## src/core/sms_pkg.sv

```systemverilog
package sms_pkg;

    // ============================================================
    // Slave address layout
    // ============================================================
    localparam logic [4:0] ADDR_FIXED_HI = 5'h0b;  // Upper five address bits, 01011.
    localparam logic [6:0] ALERT_ADDR    = 7'h0c;  // Alert response address, 0001 100.
    localparam logic [1:0] SEL_GND_LO    = 2'h0;   // Select pin tied to ground.
    localparam logic [1:0] SEL_VCC_LO    = 2'h1;   // Select pin tied to supply.
    localparam logic [1:0] SEL_FLOAT_LO  = 2'h2;   // Select pin left open.
    localparam logic [1:0] SEL_SETTLE    = 2'h2;   // Clocks before the synced select pin is real.
    localparam int         SLV_ADDR_W    = 7;

    // ============================================================
    // Byte framing
    // ============================================================
    localparam logic [3:0] BITS_PER_BYTE = 4'h8;   // Data bits before the acknowledge slot.
    localparam logic [1:0] MAX_WR_BYTES  = 2'h2;   // Pointer byte plus one data byte.
    localparam logic       DIR_WRITE     = 1'h0;
    localparam logic       DIR_READ      = 1'h1;
    localparam logic       ALERT_LSB     = 1'h0;   // Low bit sent after own address on alert.

    // ============================================================
    // Reset values
    // ============================================================
    localparam logic [7:0] PTR_RESET     = 8'h00;

    // ============================================================
    // Protocol engine states
    // ============================================================
    typedef enum logic [6:0] {
        S_IDLE  = 7'h01,
        S_ADDR  = 7'h02,
        S_ACK   = 7'h04,
        S_WDATA = 7'h08,
        S_RDATA = 7'h10,
        S_RACK  = 7'h20,
        S_WAIT  = 7'h40
    } sms_state_t;

endpackage

```

## src/core/sms_sync.sv

```systemverilog
`timescale 1ns/100ps

// Two flip-flop synchroniser for levels arriving from outside the clock domain.
module sms_sync #(
    parameter int W = 2
) (
    input  wire logic         clk,
    input  wire logic         resetn,
    input  wire logic [W-1:0] din,
    output logic      [W-1:0] dout
);

    typedef struct packed {
        logic [W-1:0] s2;
        logic [W-1:0] s1;
    } sms_sync_st_t;

    sms_sync_st_t st_q;
    sms_sync_st_t st_d;

    // ============================================================
    // Stage chain
    // ============================================================
    // The first stage feeds only the second stage.
    always_comb begin
        st_d    = st_q;
        st_d.s1 = din;
        st_d.s2 = st_q.s1;
    end

    // Both stages reset high, matching an idle pulled-up line.
    always_ff @(posedge clk or negedge resetn) begin
        if (!resetn) begin
            st_q <= '1;
        end else begin
            st_q <= st_d;
        end
    end

    assign dout = st_q.s2;

endmodule

```

## src/core/sms_strap.sv

```systemverilog
`timescale 1ns/100ps

// Captures the three-state select pin once after reset release and forms the address.
module sms_strap (
    input  wire logic       clk,
    input  wire logic       resetn,
    input  wire logic       sense_up,
    input  wire logic       sense_dn,
    output logic      [6:0] own_addr,
    output logic            addr_valid
);

    typedef struct packed {
        logic       done;
        logic [1:0] settle;
        logic [1:0] lo;
    } sms_strap_st_t;

    sms_strap_st_t st_q;
    sms_strap_st_t st_d;

    // ============================================================
    // One-time capture
    // ============================================================
    // Pulled up and down senses together tell ground, supply and open apart.
    // The synchroniser leaves reset showing ones, so the capture waits until
    // the pin level itself has passed both of its stages.
    always_comb begin
        st_d = st_q;
        if (!st_q.done) begin
            if (st_q.settle != sms_pkg::SEL_SETTLE) begin
                st_d.settle = st_q.settle + 2'h1;
            end else begin
                st_d.done = 1'b1;
                if (sense_up && !sense_dn) begin
                    st_d.lo = sms_pkg::SEL_FLOAT_LO;
                end else if (sense_up) begin
                    st_d.lo = sms_pkg::SEL_VCC_LO;
                end else begin
                    st_d.lo = sms_pkg::SEL_GND_LO;
                end
            end
        end
    end

    // After the capture the pair is frozen until the next power-up reset.
    always_ff @(posedge clk or negedge resetn) begin
        if (!resetn) begin
            st_q <= '0;
        end else begin
            st_q <= st_d;
        end
    end

    assign own_addr   = {sms_pkg::ADDR_FIXED_HI, st_q.lo};
    assign addr_valid = st_q.done;

    // ============================================================
    // Checks
    // ============================================================
    property p_addr_frozen;
        @(posedge clk) disable iff (!resetn)
        st_q.done |=> $stable(st_q.lo) && st_q.done;
    endproperty
    a_addr_frozen: assert property (p_addr_frozen)
        else $error("Address low bits changed after capture.");

    property p_float_addr;
        @(posedge clk) disable iff (!resetn)
        !st_q.done && st_q.settle == sms_pkg::SEL_SETTLE && sense_up && !sense_dn
        |=> own_addr == 7'h2e;
    endproperty
    a_float_addr: assert property (p_float_addr)
        else $error("Open select pin did not give address 0101110.");

endmodule

```

## src/core/sms_slave.sv

```systemverilog
`timescale 1ns/100ps

// How it works
// - Address is 01011 plus two select bits.
// - Select pin captured once after power-up.
// - Open pin gives 0101110; three distinct pairs.
// - Shift in address and direction, MSB first.
// - Acknowledge own address; otherwise stay idle.
// - Direction zero writes, one reads.
// - Nine clocks per byte, acknowledge last.
// - Drive data changes only while clock low.
// - Direction fixed until a new START.
// - Writes of one or two bytes; reads other than the alert answer go on while the master acknowledges.
// - First written byte loads the pointer.
// - Second written byte stores at the pointer.
// - Read returns register selected by pointer.
// - Pointer write, repeated start, read byte.
// - Interrupt is open-drain, shareable as alert.
// - Answer alert address with own address.
// - Lowest address wins alert arbitration.
// - Release interrupt after alert answer; rearm later.
module sms_slave (
    input  wire logic       clk,
    input  wire logic       resetn,
    input  wire logic       scl_in,
    input  wire logic       sda_in,
    output logic            sda_out,
    output logic            sda_oe,
    input  wire logic       sel_sense_up,
    input  wire logic       sel_sense_dn,
    output logic      [7:0] reg_addr,
    output logic      [7:0] reg_wdata,
    output logic            reg_we,
    input  wire logic [7:0] reg_rdata,
    input  wire logic       int_cond,
    input  wire logic       monitor_tick,
    output logic            int_out,
    output logic            int_oe
);

    typedef struct packed {
        sms_pkg::sms_state_t state;
        logic [3:0]          bitcnt;
        logic [7:0]          shreg;
        logic                rw;
        logic                alert;
        logic                macked;
        logic [1:0]          wr_bytes;
        logic [7:0]          ptr;
        logic [7:0]          wdata;
        logic                we;
        logic                sda_oe;
        logic                int_act;
        logic                scl_p;
        logic                sda_p;
        logic                low;
    } sms_slave_st_t;

    sms_slave_st_t st_q;
    sms_slave_st_t st_d;

    logic [1:0] bus_s;
    logic [1:0] sel_s;
    logic       scl_s;
    logic       sda_s;
    logic [6:0] own_addr;
    logic       addr_valid;
    logic       scl_rise;
    logic       scl_fall;
    logic       bus_start;
    logic       bus_stop;
    logic       own_hit;
    logic       alert_hit;
    logic       arb_lost;
    logic       alert_done;

    // ============================================================
    // Pin synchronisers and address strap
    // ============================================================
    sms_sync #(
        .W (2)
    ) u_bus_sync (
        .clk    (clk),
        .resetn (resetn),
        .din    ({scl_in, sda_in}),
        .dout   (bus_s)
    );

    sms_sync #(
        .W (2)
    ) u_sel_sync (
        .clk    (clk),
        .resetn (resetn),
        .din    ({sel_sense_up, sel_sense_dn}),
        .dout   (sel_s)
    );

    sms_strap u_strap (
        .clk        (clk),
        .resetn     (resetn),
        .sense_up   (sel_s[1]),
        .sense_dn   (sel_s[0]),
        .own_addr   (own_addr),
        .addr_valid (addr_valid)
    );

    // ============================================================
    // Bus event decode
    // ============================================================
    // Edges and conditions come from the synchronised lines and their last values.
    assign scl_s     = bus_s[1];
    assign sda_s     = bus_s[0];
    assign scl_rise  = scl_s && !st_q.scl_p;
    assign scl_fall  = !scl_s && st_q.scl_p;
    assign bus_start = scl_s && st_q.scl_p && st_q.sda_p && !sda_s;
    assign bus_stop  = scl_s && st_q.scl_p && !st_q.sda_p && sda_s;
    assign own_hit   = addr_valid && (st_q.shreg[7:1] == own_addr);
    assign alert_hit = (st_q.shreg[7:1] == sms_pkg::ALERT_ADDR)
                       && (st_q.shreg[0] == sms_pkg::DIR_READ)
                       && st_q.int_act && addr_valid;
    // A released one that reads back low means another sender drives a zero.
    assign arb_lost  = (st_q.state == sms_pkg::S_RDATA) && scl_rise
                       && !st_q.sda_oe && !sda_s;
    assign alert_done = (st_q.state == sms_pkg::S_RDATA) && scl_fall && st_q.alert
                        && (st_q.bitcnt == sms_pkg::BITS_PER_BYTE);

    // ============================================================
    // Protocol engine
    // ============================================================
    // START and STOP override every state; bits move on clock edges.
    always_comb begin
        st_d       = st_q;
        st_d.scl_p = scl_s;
        st_d.sda_p = sda_s;
        st_d.we    = 1'b0;
        st_d.low   = 1'b0;
        if (bus_start) begin
            st_d.state  = sms_pkg::S_ADDR;
            st_d.bitcnt = 4'h0;
            st_d.sda_oe = 1'b0;
            st_d.alert  = 1'b0;
            st_d.wr_bytes = 2'h0;
        end else if (bus_stop) begin
            st_d.state  = sms_pkg::S_IDLE;
            st_d.sda_oe = 1'b0;
        end else begin
            case (st_q.state)
                sms_pkg::S_ADDR, sms_pkg::S_WDATA: begin
                    if (scl_rise && st_q.bitcnt < sms_pkg::BITS_PER_BYTE) begin
                        st_d.shreg  = {st_q.shreg[6:0], sda_s};
                        st_d.bitcnt = st_q.bitcnt + 4'h1;
                    end else if (scl_fall && st_q.bitcnt == sms_pkg::BITS_PER_BYTE) begin
                        st_d.bitcnt = 4'h0;
                        if (st_q.state == sms_pkg::S_ADDR) begin
                            if (own_hit || alert_hit) begin
                                st_d.sda_oe = 1'b1;
                                st_d.rw     = st_q.shreg[0];
                                st_d.alert  = alert_hit && !own_hit;
                                st_d.state  = sms_pkg::S_ACK;
                            end else begin
                                st_d.state  = sms_pkg::S_WAIT;
                            end
                        end else if (st_q.wr_bytes < sms_pkg::MAX_WR_BYTES) begin
                            st_d.sda_oe   = 1'b1;
                            st_d.state    = sms_pkg::S_ACK;
                            st_d.wr_bytes = st_q.wr_bytes + 2'h1;
                            if (st_q.wr_bytes == 2'h0) begin
                                st_d.ptr = st_q.shreg;
                            end else begin
                                st_d.wdata = st_q.shreg;
                                st_d.we    = 1'b1;
                            end
                        end else begin
                            st_d.state = sms_pkg::S_WAIT;
                        end
                    end
                end
                sms_pkg::S_ACK: begin
                    // The acknowledge is held across the whole ninth clock.
                    if (scl_fall) begin
                        st_d.bitcnt = 4'h0;
                        if (st_q.rw == sms_pkg::DIR_WRITE) begin
                            st_d.sda_oe = 1'b0;
                            st_d.state  = sms_pkg::S_WDATA;
                        end else begin
                            st_d.shreg  = st_q.alert ? {own_addr, sms_pkg::ALERT_LSB}
                                                     : reg_rdata;
                            st_d.sda_oe = st_q.alert ? !own_addr[6] : !reg_rdata[7];
                            st_d.state  = sms_pkg::S_RDATA;
                        end
                    end
                end
                sms_pkg::S_RDATA: begin
                    if (arb_lost) begin
                        st_d.state  = sms_pkg::S_WAIT;
                        st_d.sda_oe = 1'b0;
                    end else if (scl_rise) begin
                        st_d.bitcnt = st_q.bitcnt + 4'h1;
                    end else if (scl_fall) begin
                        if (st_q.bitcnt == sms_pkg::BITS_PER_BYTE) begin
                            st_d.sda_oe = 1'b0;
                            st_d.state  = sms_pkg::S_RACK;
                        end else begin
                            st_d.shreg  = {st_q.shreg[6:0], 1'b0};
                            st_d.sda_oe = !st_q.shreg[6];
                        end
                    end
                end
                sms_pkg::S_RACK: begin
                    // A master acknowledge repeats the selected register.
                    if (scl_rise) begin
                        st_d.macked = !sda_s;
                    end else if (scl_fall) begin
                        if (st_q.macked && !st_q.alert) begin
                            st_d.shreg  = reg_rdata;
                            st_d.sda_oe = !reg_rdata[7];
                            st_d.bitcnt = 4'h0;
                            st_d.state  = sms_pkg::S_RDATA;
                        end else begin
                            st_d.state  = sms_pkg::S_WAIT;
                        end
                    end
                end
                sms_pkg::S_IDLE, sms_pkg::S_WAIT: begin
                    st_d.sda_oe = 1'b0;
                end
                default: begin
                    st_d.state  = sms_pkg::S_IDLE;
                    st_d.sda_oe = 1'b0;
                end
            endcase
        end
        // The monitoring cycle sets the alert and wins over a same-cycle release.
        if (monitor_tick && int_cond) begin
            st_d.int_act = 1'b1;
        end else if (alert_done) begin
            st_d.int_act = 1'b0;
        end
    end

    // State register; every output of the block comes from here.
    always_ff @(posedge clk or negedge resetn) begin
        if (!resetn) begin
            st_q       <= '0;
            st_q.state <= sms_pkg::S_IDLE;
            st_q.ptr   <= sms_pkg::PTR_RESET;
            st_q.scl_p <= 1'b1;
            st_q.sda_p <= 1'b1;
        end else begin
            st_q <= st_d;
        end
    end

    // Open-drain pins drive only low; the enables carry the level.
    assign sda_out   = st_q.low;
    assign sda_oe    = st_q.sda_oe;
    assign int_out   = st_q.low;
    assign int_oe    = st_q.int_act;
    assign reg_addr  = st_q.ptr;
    assign reg_wdata = st_q.wdata;
    assign reg_we    = st_q.we;

    // ============================================================
    // Checks
    // ============================================================
    property p_addr_hi;
        @(posedge clk) disable iff (!resetn)
        addr_valid |-> own_addr[6:2] == 5'h0b;
    endproperty
    a_addr_hi: assert property (p_addr_hi)
        else $error("Fixed address bits are wrong.");

    property p_ack_cause;
        @(posedge clk) disable iff (!resetn)
        $rose(st_q.sda_oe) && $past(st_q.state == sms_pkg::S_ADDR)
        |-> $past(own_hit || alert_hit);
    endproperty
    a_ack_cause: assert property (p_ack_cause)
        else $error("Address acknowledged without a match.");

    property p_ack_hold;
        @(posedge clk) disable iff (!resetn)
        st_q.state == sms_pkg::S_ACK && !scl_fall && !bus_start && !bus_stop
        |=> st_q.sda_oe;
    endproperty
    a_ack_hold: assert property (p_ack_hold)
        else $error("Acknowledge dropped before the ninth clock ended.");

    property p_drive_clk_low;
        @(posedge clk) disable iff (!resetn)
        $rose(st_q.sda_oe) |-> !$past(scl_s);
    endproperty
    a_drive_clk_low: assert property (p_drive_clk_low)
        else $error("Data line pulled low while clock high.");

    property p_we_second;
        @(posedge clk) disable iff (!resetn)
        st_q.we |-> st_q.wr_bytes == 2'h2 && st_q.wdata == $past(st_q.shreg) ##1 !st_q.we;
    endproperty
    a_we_second: assert property (p_we_second)
        else $error("Register write not from a single second byte.");

    property p_ptr_first;
        @(posedge clk) disable iff (!resetn)
        $changed(st_q.ptr) |-> st_q.wr_bytes == 2'h1 && !st_q.we;
    endproperty
    a_ptr_first: assert property (p_ptr_first)
        else $error("Pointer changed by something other than the first byte.");

    property p_arb_backoff;
        @(posedge clk) disable iff (!resetn)
        arb_lost && !(monitor_tick && int_cond)
        |=> st_q.state == sms_pkg::S_WAIT && !st_q.sda_oe && st_q.int_act;
    endproperty
    a_arb_backoff: assert property (p_arb_backoff)
        else $error("Loser of arbitration kept driving or dropped interrupt.");

    property p_int_release;
        @(posedge clk) disable iff (!resetn)
        $fell(st_q.int_act) |-> $past(alert_done) && $past(st_q.alert);
    endproperty
    a_int_release: assert property (p_int_release)
        else $error("Interrupt released without an alert answer.");

    property p_idle_quiet;
        @(posedge clk) disable iff (!resetn)
        st_q.state == sms_pkg::S_WAIT || st_q.state == sms_pkg::S_IDLE |-> !st_q.sda_oe;
    endproperty
    a_idle_quiet: assert property (p_idle_quiet)
        else $error("Data line driven while not selected.");

endmodule

```

## config.mk

```make
export PLATFORM = sky130hd
export DESIGN_NAME = sms_slave
export DESIGN_NICKNAME = d
export VERILOG_FILES = /design/src/core/sms_pkg.sv /design/src/core/sms_sync.sv /design/src/core/sms_strap.sv /design/src/core/sms_slave.sv
export SDC_FILE = /design/constraint.sdc
export NUM_CORES = 1
export LEC_CHECK = 0
export ABC_AREA = 1
export BUFFER_PORTS_ARGS = -buffer_cell sky130_fd_sc_hd__buf_2
export CAP_MARGIN = 30
export CORE_ASPECT_RATIO = 1.4
export CORE_MARGIN = 5
export CORE_UTILIZATION = 30
export CTS_CLUSTER_SIZE = 24
export DETAILED_ROUTE_END_ITERATION = 8
export SYNTH_ARGS = -nofsm -noshare
export SYNTH_HDL_FRONTEND = slang
export SYNTH_HIERARCHICAL = 1
export SYNTH_SLANG_ARGS = --single-unit
```

## constraint.sdc

```tcl
create_clock -name clk -period 3.8 [get_ports clk]
set_input_delay 1.14 -clock clk [delete_from_list [all_inputs] [get_ports clk]]
set_output_delay 1.14 -clock clk [all_outputs]
set_load 0.01 [all_outputs]
```

==> metrics.txt <==
result of the run finished, final reports clean; Post-Syn Instances 467; EDFF count, synth 0; clock tree from TritonCTS yes; vias in the first global route 2934; post-route ant nets 0; setup_tns 0 ns; WHS 0.354 ns; Yosys Warn Count 6; I/O pins 37; post-synthesis sequential element count 58; layout cells sized above 1 23.4%; Initial Utilization 30.8%; WL/cell 12.6 um; die area 0.0140 mm2; Worst EP arrival 2.36 ns; first-pass iteration count of the detailed router 4; core area 0.0114 mm2; crit path max fanout 13; Clock Path Buffers 2; number of CTS-inserted buffers 9; Vias 2924; pin count of the biggest net entering global routing 29; Clock Latency Late Sink 0.33 ns; CP endpoint kind register; n_diodes 0; max-slew violation count 0; Syn Std Cell Area 0.00350 mm2; drt via density 4.60; first-pass GRT wire length 13800 um; total track usage 12.5%; gr ovfl total 0; Max VDD drop 0.246 mV; final worst path period need 2.15 ns; met3 wire len 459 um; Synth area leader dfrtp_1; Commonest cells post-synth nand2_1, inv_1, dfrtp_1, nand3_1, nor2_1; hold-fix buffer count after cts 0; GP Congestion 0.949; Finished Layout Cells 635; most common cell in the netlist nand2_1; Final Skew 0.00430 ns; Hold Crit Class reg2reg; crit share post-route 56.5%; initial DRC count 151; final hold vios 0; top layer in use met4; post-CTS setup buffers 0; upper clock frequency limit 466 MHz; die height 138 um; unrepaired setup endpoints after global routing no; Area Overhead vs Synth 13.2%; power density cells 524 mW/mm2; Area contributors post-synth dfrtp_1, nand2_1, dfstp_2, nand3_1, buf_4; placed insts 619; syn avg cell area 7.50 um2; clock slew at the register clock pins of the worst setup and hold paths 0.05 ns; ys async rst share 100%; routed wire length 7990 um; antenna violations before repair 0; Static Leak 2.05 nW; row count 46; H-tree Lvls 3; CTS Sinks 58; sequential element share of the synthesized area 41.8%; max_slew headroom 55.3%; Yosys cell types 35; metal2 WL 3910 um; Req. time, crit path 4.01 ns; Least-Margin Pin Slew 0.670 ns; Max Cap Violations 0; PortBufs 34; die width 101 um; Worst Path Class, Setup reg2reg; CTS Root Cell clkbuf_16; Setup-failing EPs final 0; ys flop type dfrtp_1; CP startpoint kind register; Detail Placement HPWL 6200 um; wire length on met1 3300 um; Layout Nets 505; CTS-repair resized insts 0; Synth top area share 33.6%; Remaining DRCs 0
-- placed cells by master (no fill, tap or decap), drive strengths merged --
master    count
nand2       164
inv          58
dfrtp        47
nor2         47
nand3        43
buf          36
o21ai        33
dfstp        11
clkbuf       11
o211ai        7
conb          7
nand4         5
nor3          4
ha            3
clkinv        3
bufinv        2
nand3b        2
or2           1
a22o          1
xnor2         1
o22ai         1
a21oi         1
xor2          1
o221ai        1
clkinvlp      1
-- where the power goes --
part	switching, mW	total (mW)	internal, mW
logic	0.299	0.440	0.140
registers	0.0863	0.777	0.691
clock network	0.273	0.861	0.588
-- layout make-up --
class	count	area, um2
inverters	59	221
repair buffers	36	185
multi-input cells	322	1600
clock buffers	11	243
well taps	144	180
fillers	1210	7430
flip-flops and latches	58	1470
clock inverters	5	77.6
-- routing by layer --
layer  global-route usage, %  vias up
met1                    14.8     1342
met2                    20.3       84
li1                        -     1476
met5                       0        -
met3                    3.02       22
met4                    7.76        0
-- critical path, stage by stage (launching register included) --
cell	delay, ns
dfrtp_1	0.42
nor2_2	0.16
nand3_1	0.11
nor2_2	0.45
nor2_2	0.22
nand3_2	0.13
inv_1	0.08
nor2_4	0.22
nand2_4	0.12
nand2_1	0.08
nand2_1	0.05
-- registers in the layout, summed over array words and instances, names as in the netlist --
register / count
u_sel_sync/dout: 2
sda_oe: 1
u_strap/st_q: 2
u_strap/addr_valid: 1
st_q: 26
reg_addr: 8
u_sel_sync/st_d: 2
int_oe: 1
u_strap/own_addr: 2
reg_wdata: 8
u_bus_sync/dout: 2
u_bus_sync/st_d: 2
reg_we: 1
-- final timing paths --
check	from	to	slack, ns	cells past startpoint
min in group asynchronous	resetn	st_q[36]	0.85	1
max in group asynchronous	resetn	st_q[39]	2.20	2
min reg2reg	u_sel_sync/st_d[2]	u_sel_sync/dout[0]	0.35	0
max reg2reg	st_q[40]	st_q[31]	1.65	10
min	u_sel_sync/st_d[2]	u_sel_sync/dout[0]	0.35	0
max	st_q[40]	st_q[31]	1.65	10
-- per-stage QoR --
stage	cell area, um2	worst slack (ns)	total power, mW	util (%)
2_1_floorplan	3520	2.04	1.12	-
3_3_place_gp	3650	1.75	1.22	32.0
3_5_place_dp	3650	1.66	1.23	32.0
4_1_cts	3970	1.65	2.11	34.8
5_1_grt	3970	1.40	2.22	34.8
6_report	3970	1.65	2.08	34.8
-- cell families (layout without fill, tap and decap cells) --
| logic type | Yosys count | in the layout | share of synthesized area, % |
|---|---|---|---|
| AO/OA/AOI/OAI | 44 | 44 | 8.64 |
| XOR/XNOR | 2 | 2 | 0.500 |
| adder cells (fa/ha/maj) | 3 | 3 | 1.07 |
| buffers and inverters | 91 | 111 | 13.1 |
| flip-flops | 58 | 58 | 41.8 |
| other | 3 | 7 | 0.321 |
| AND/OR/NAND/NOR | 266 | 266 | 34.6 |
Note: power is estimated with default switching activity, not from simulation.
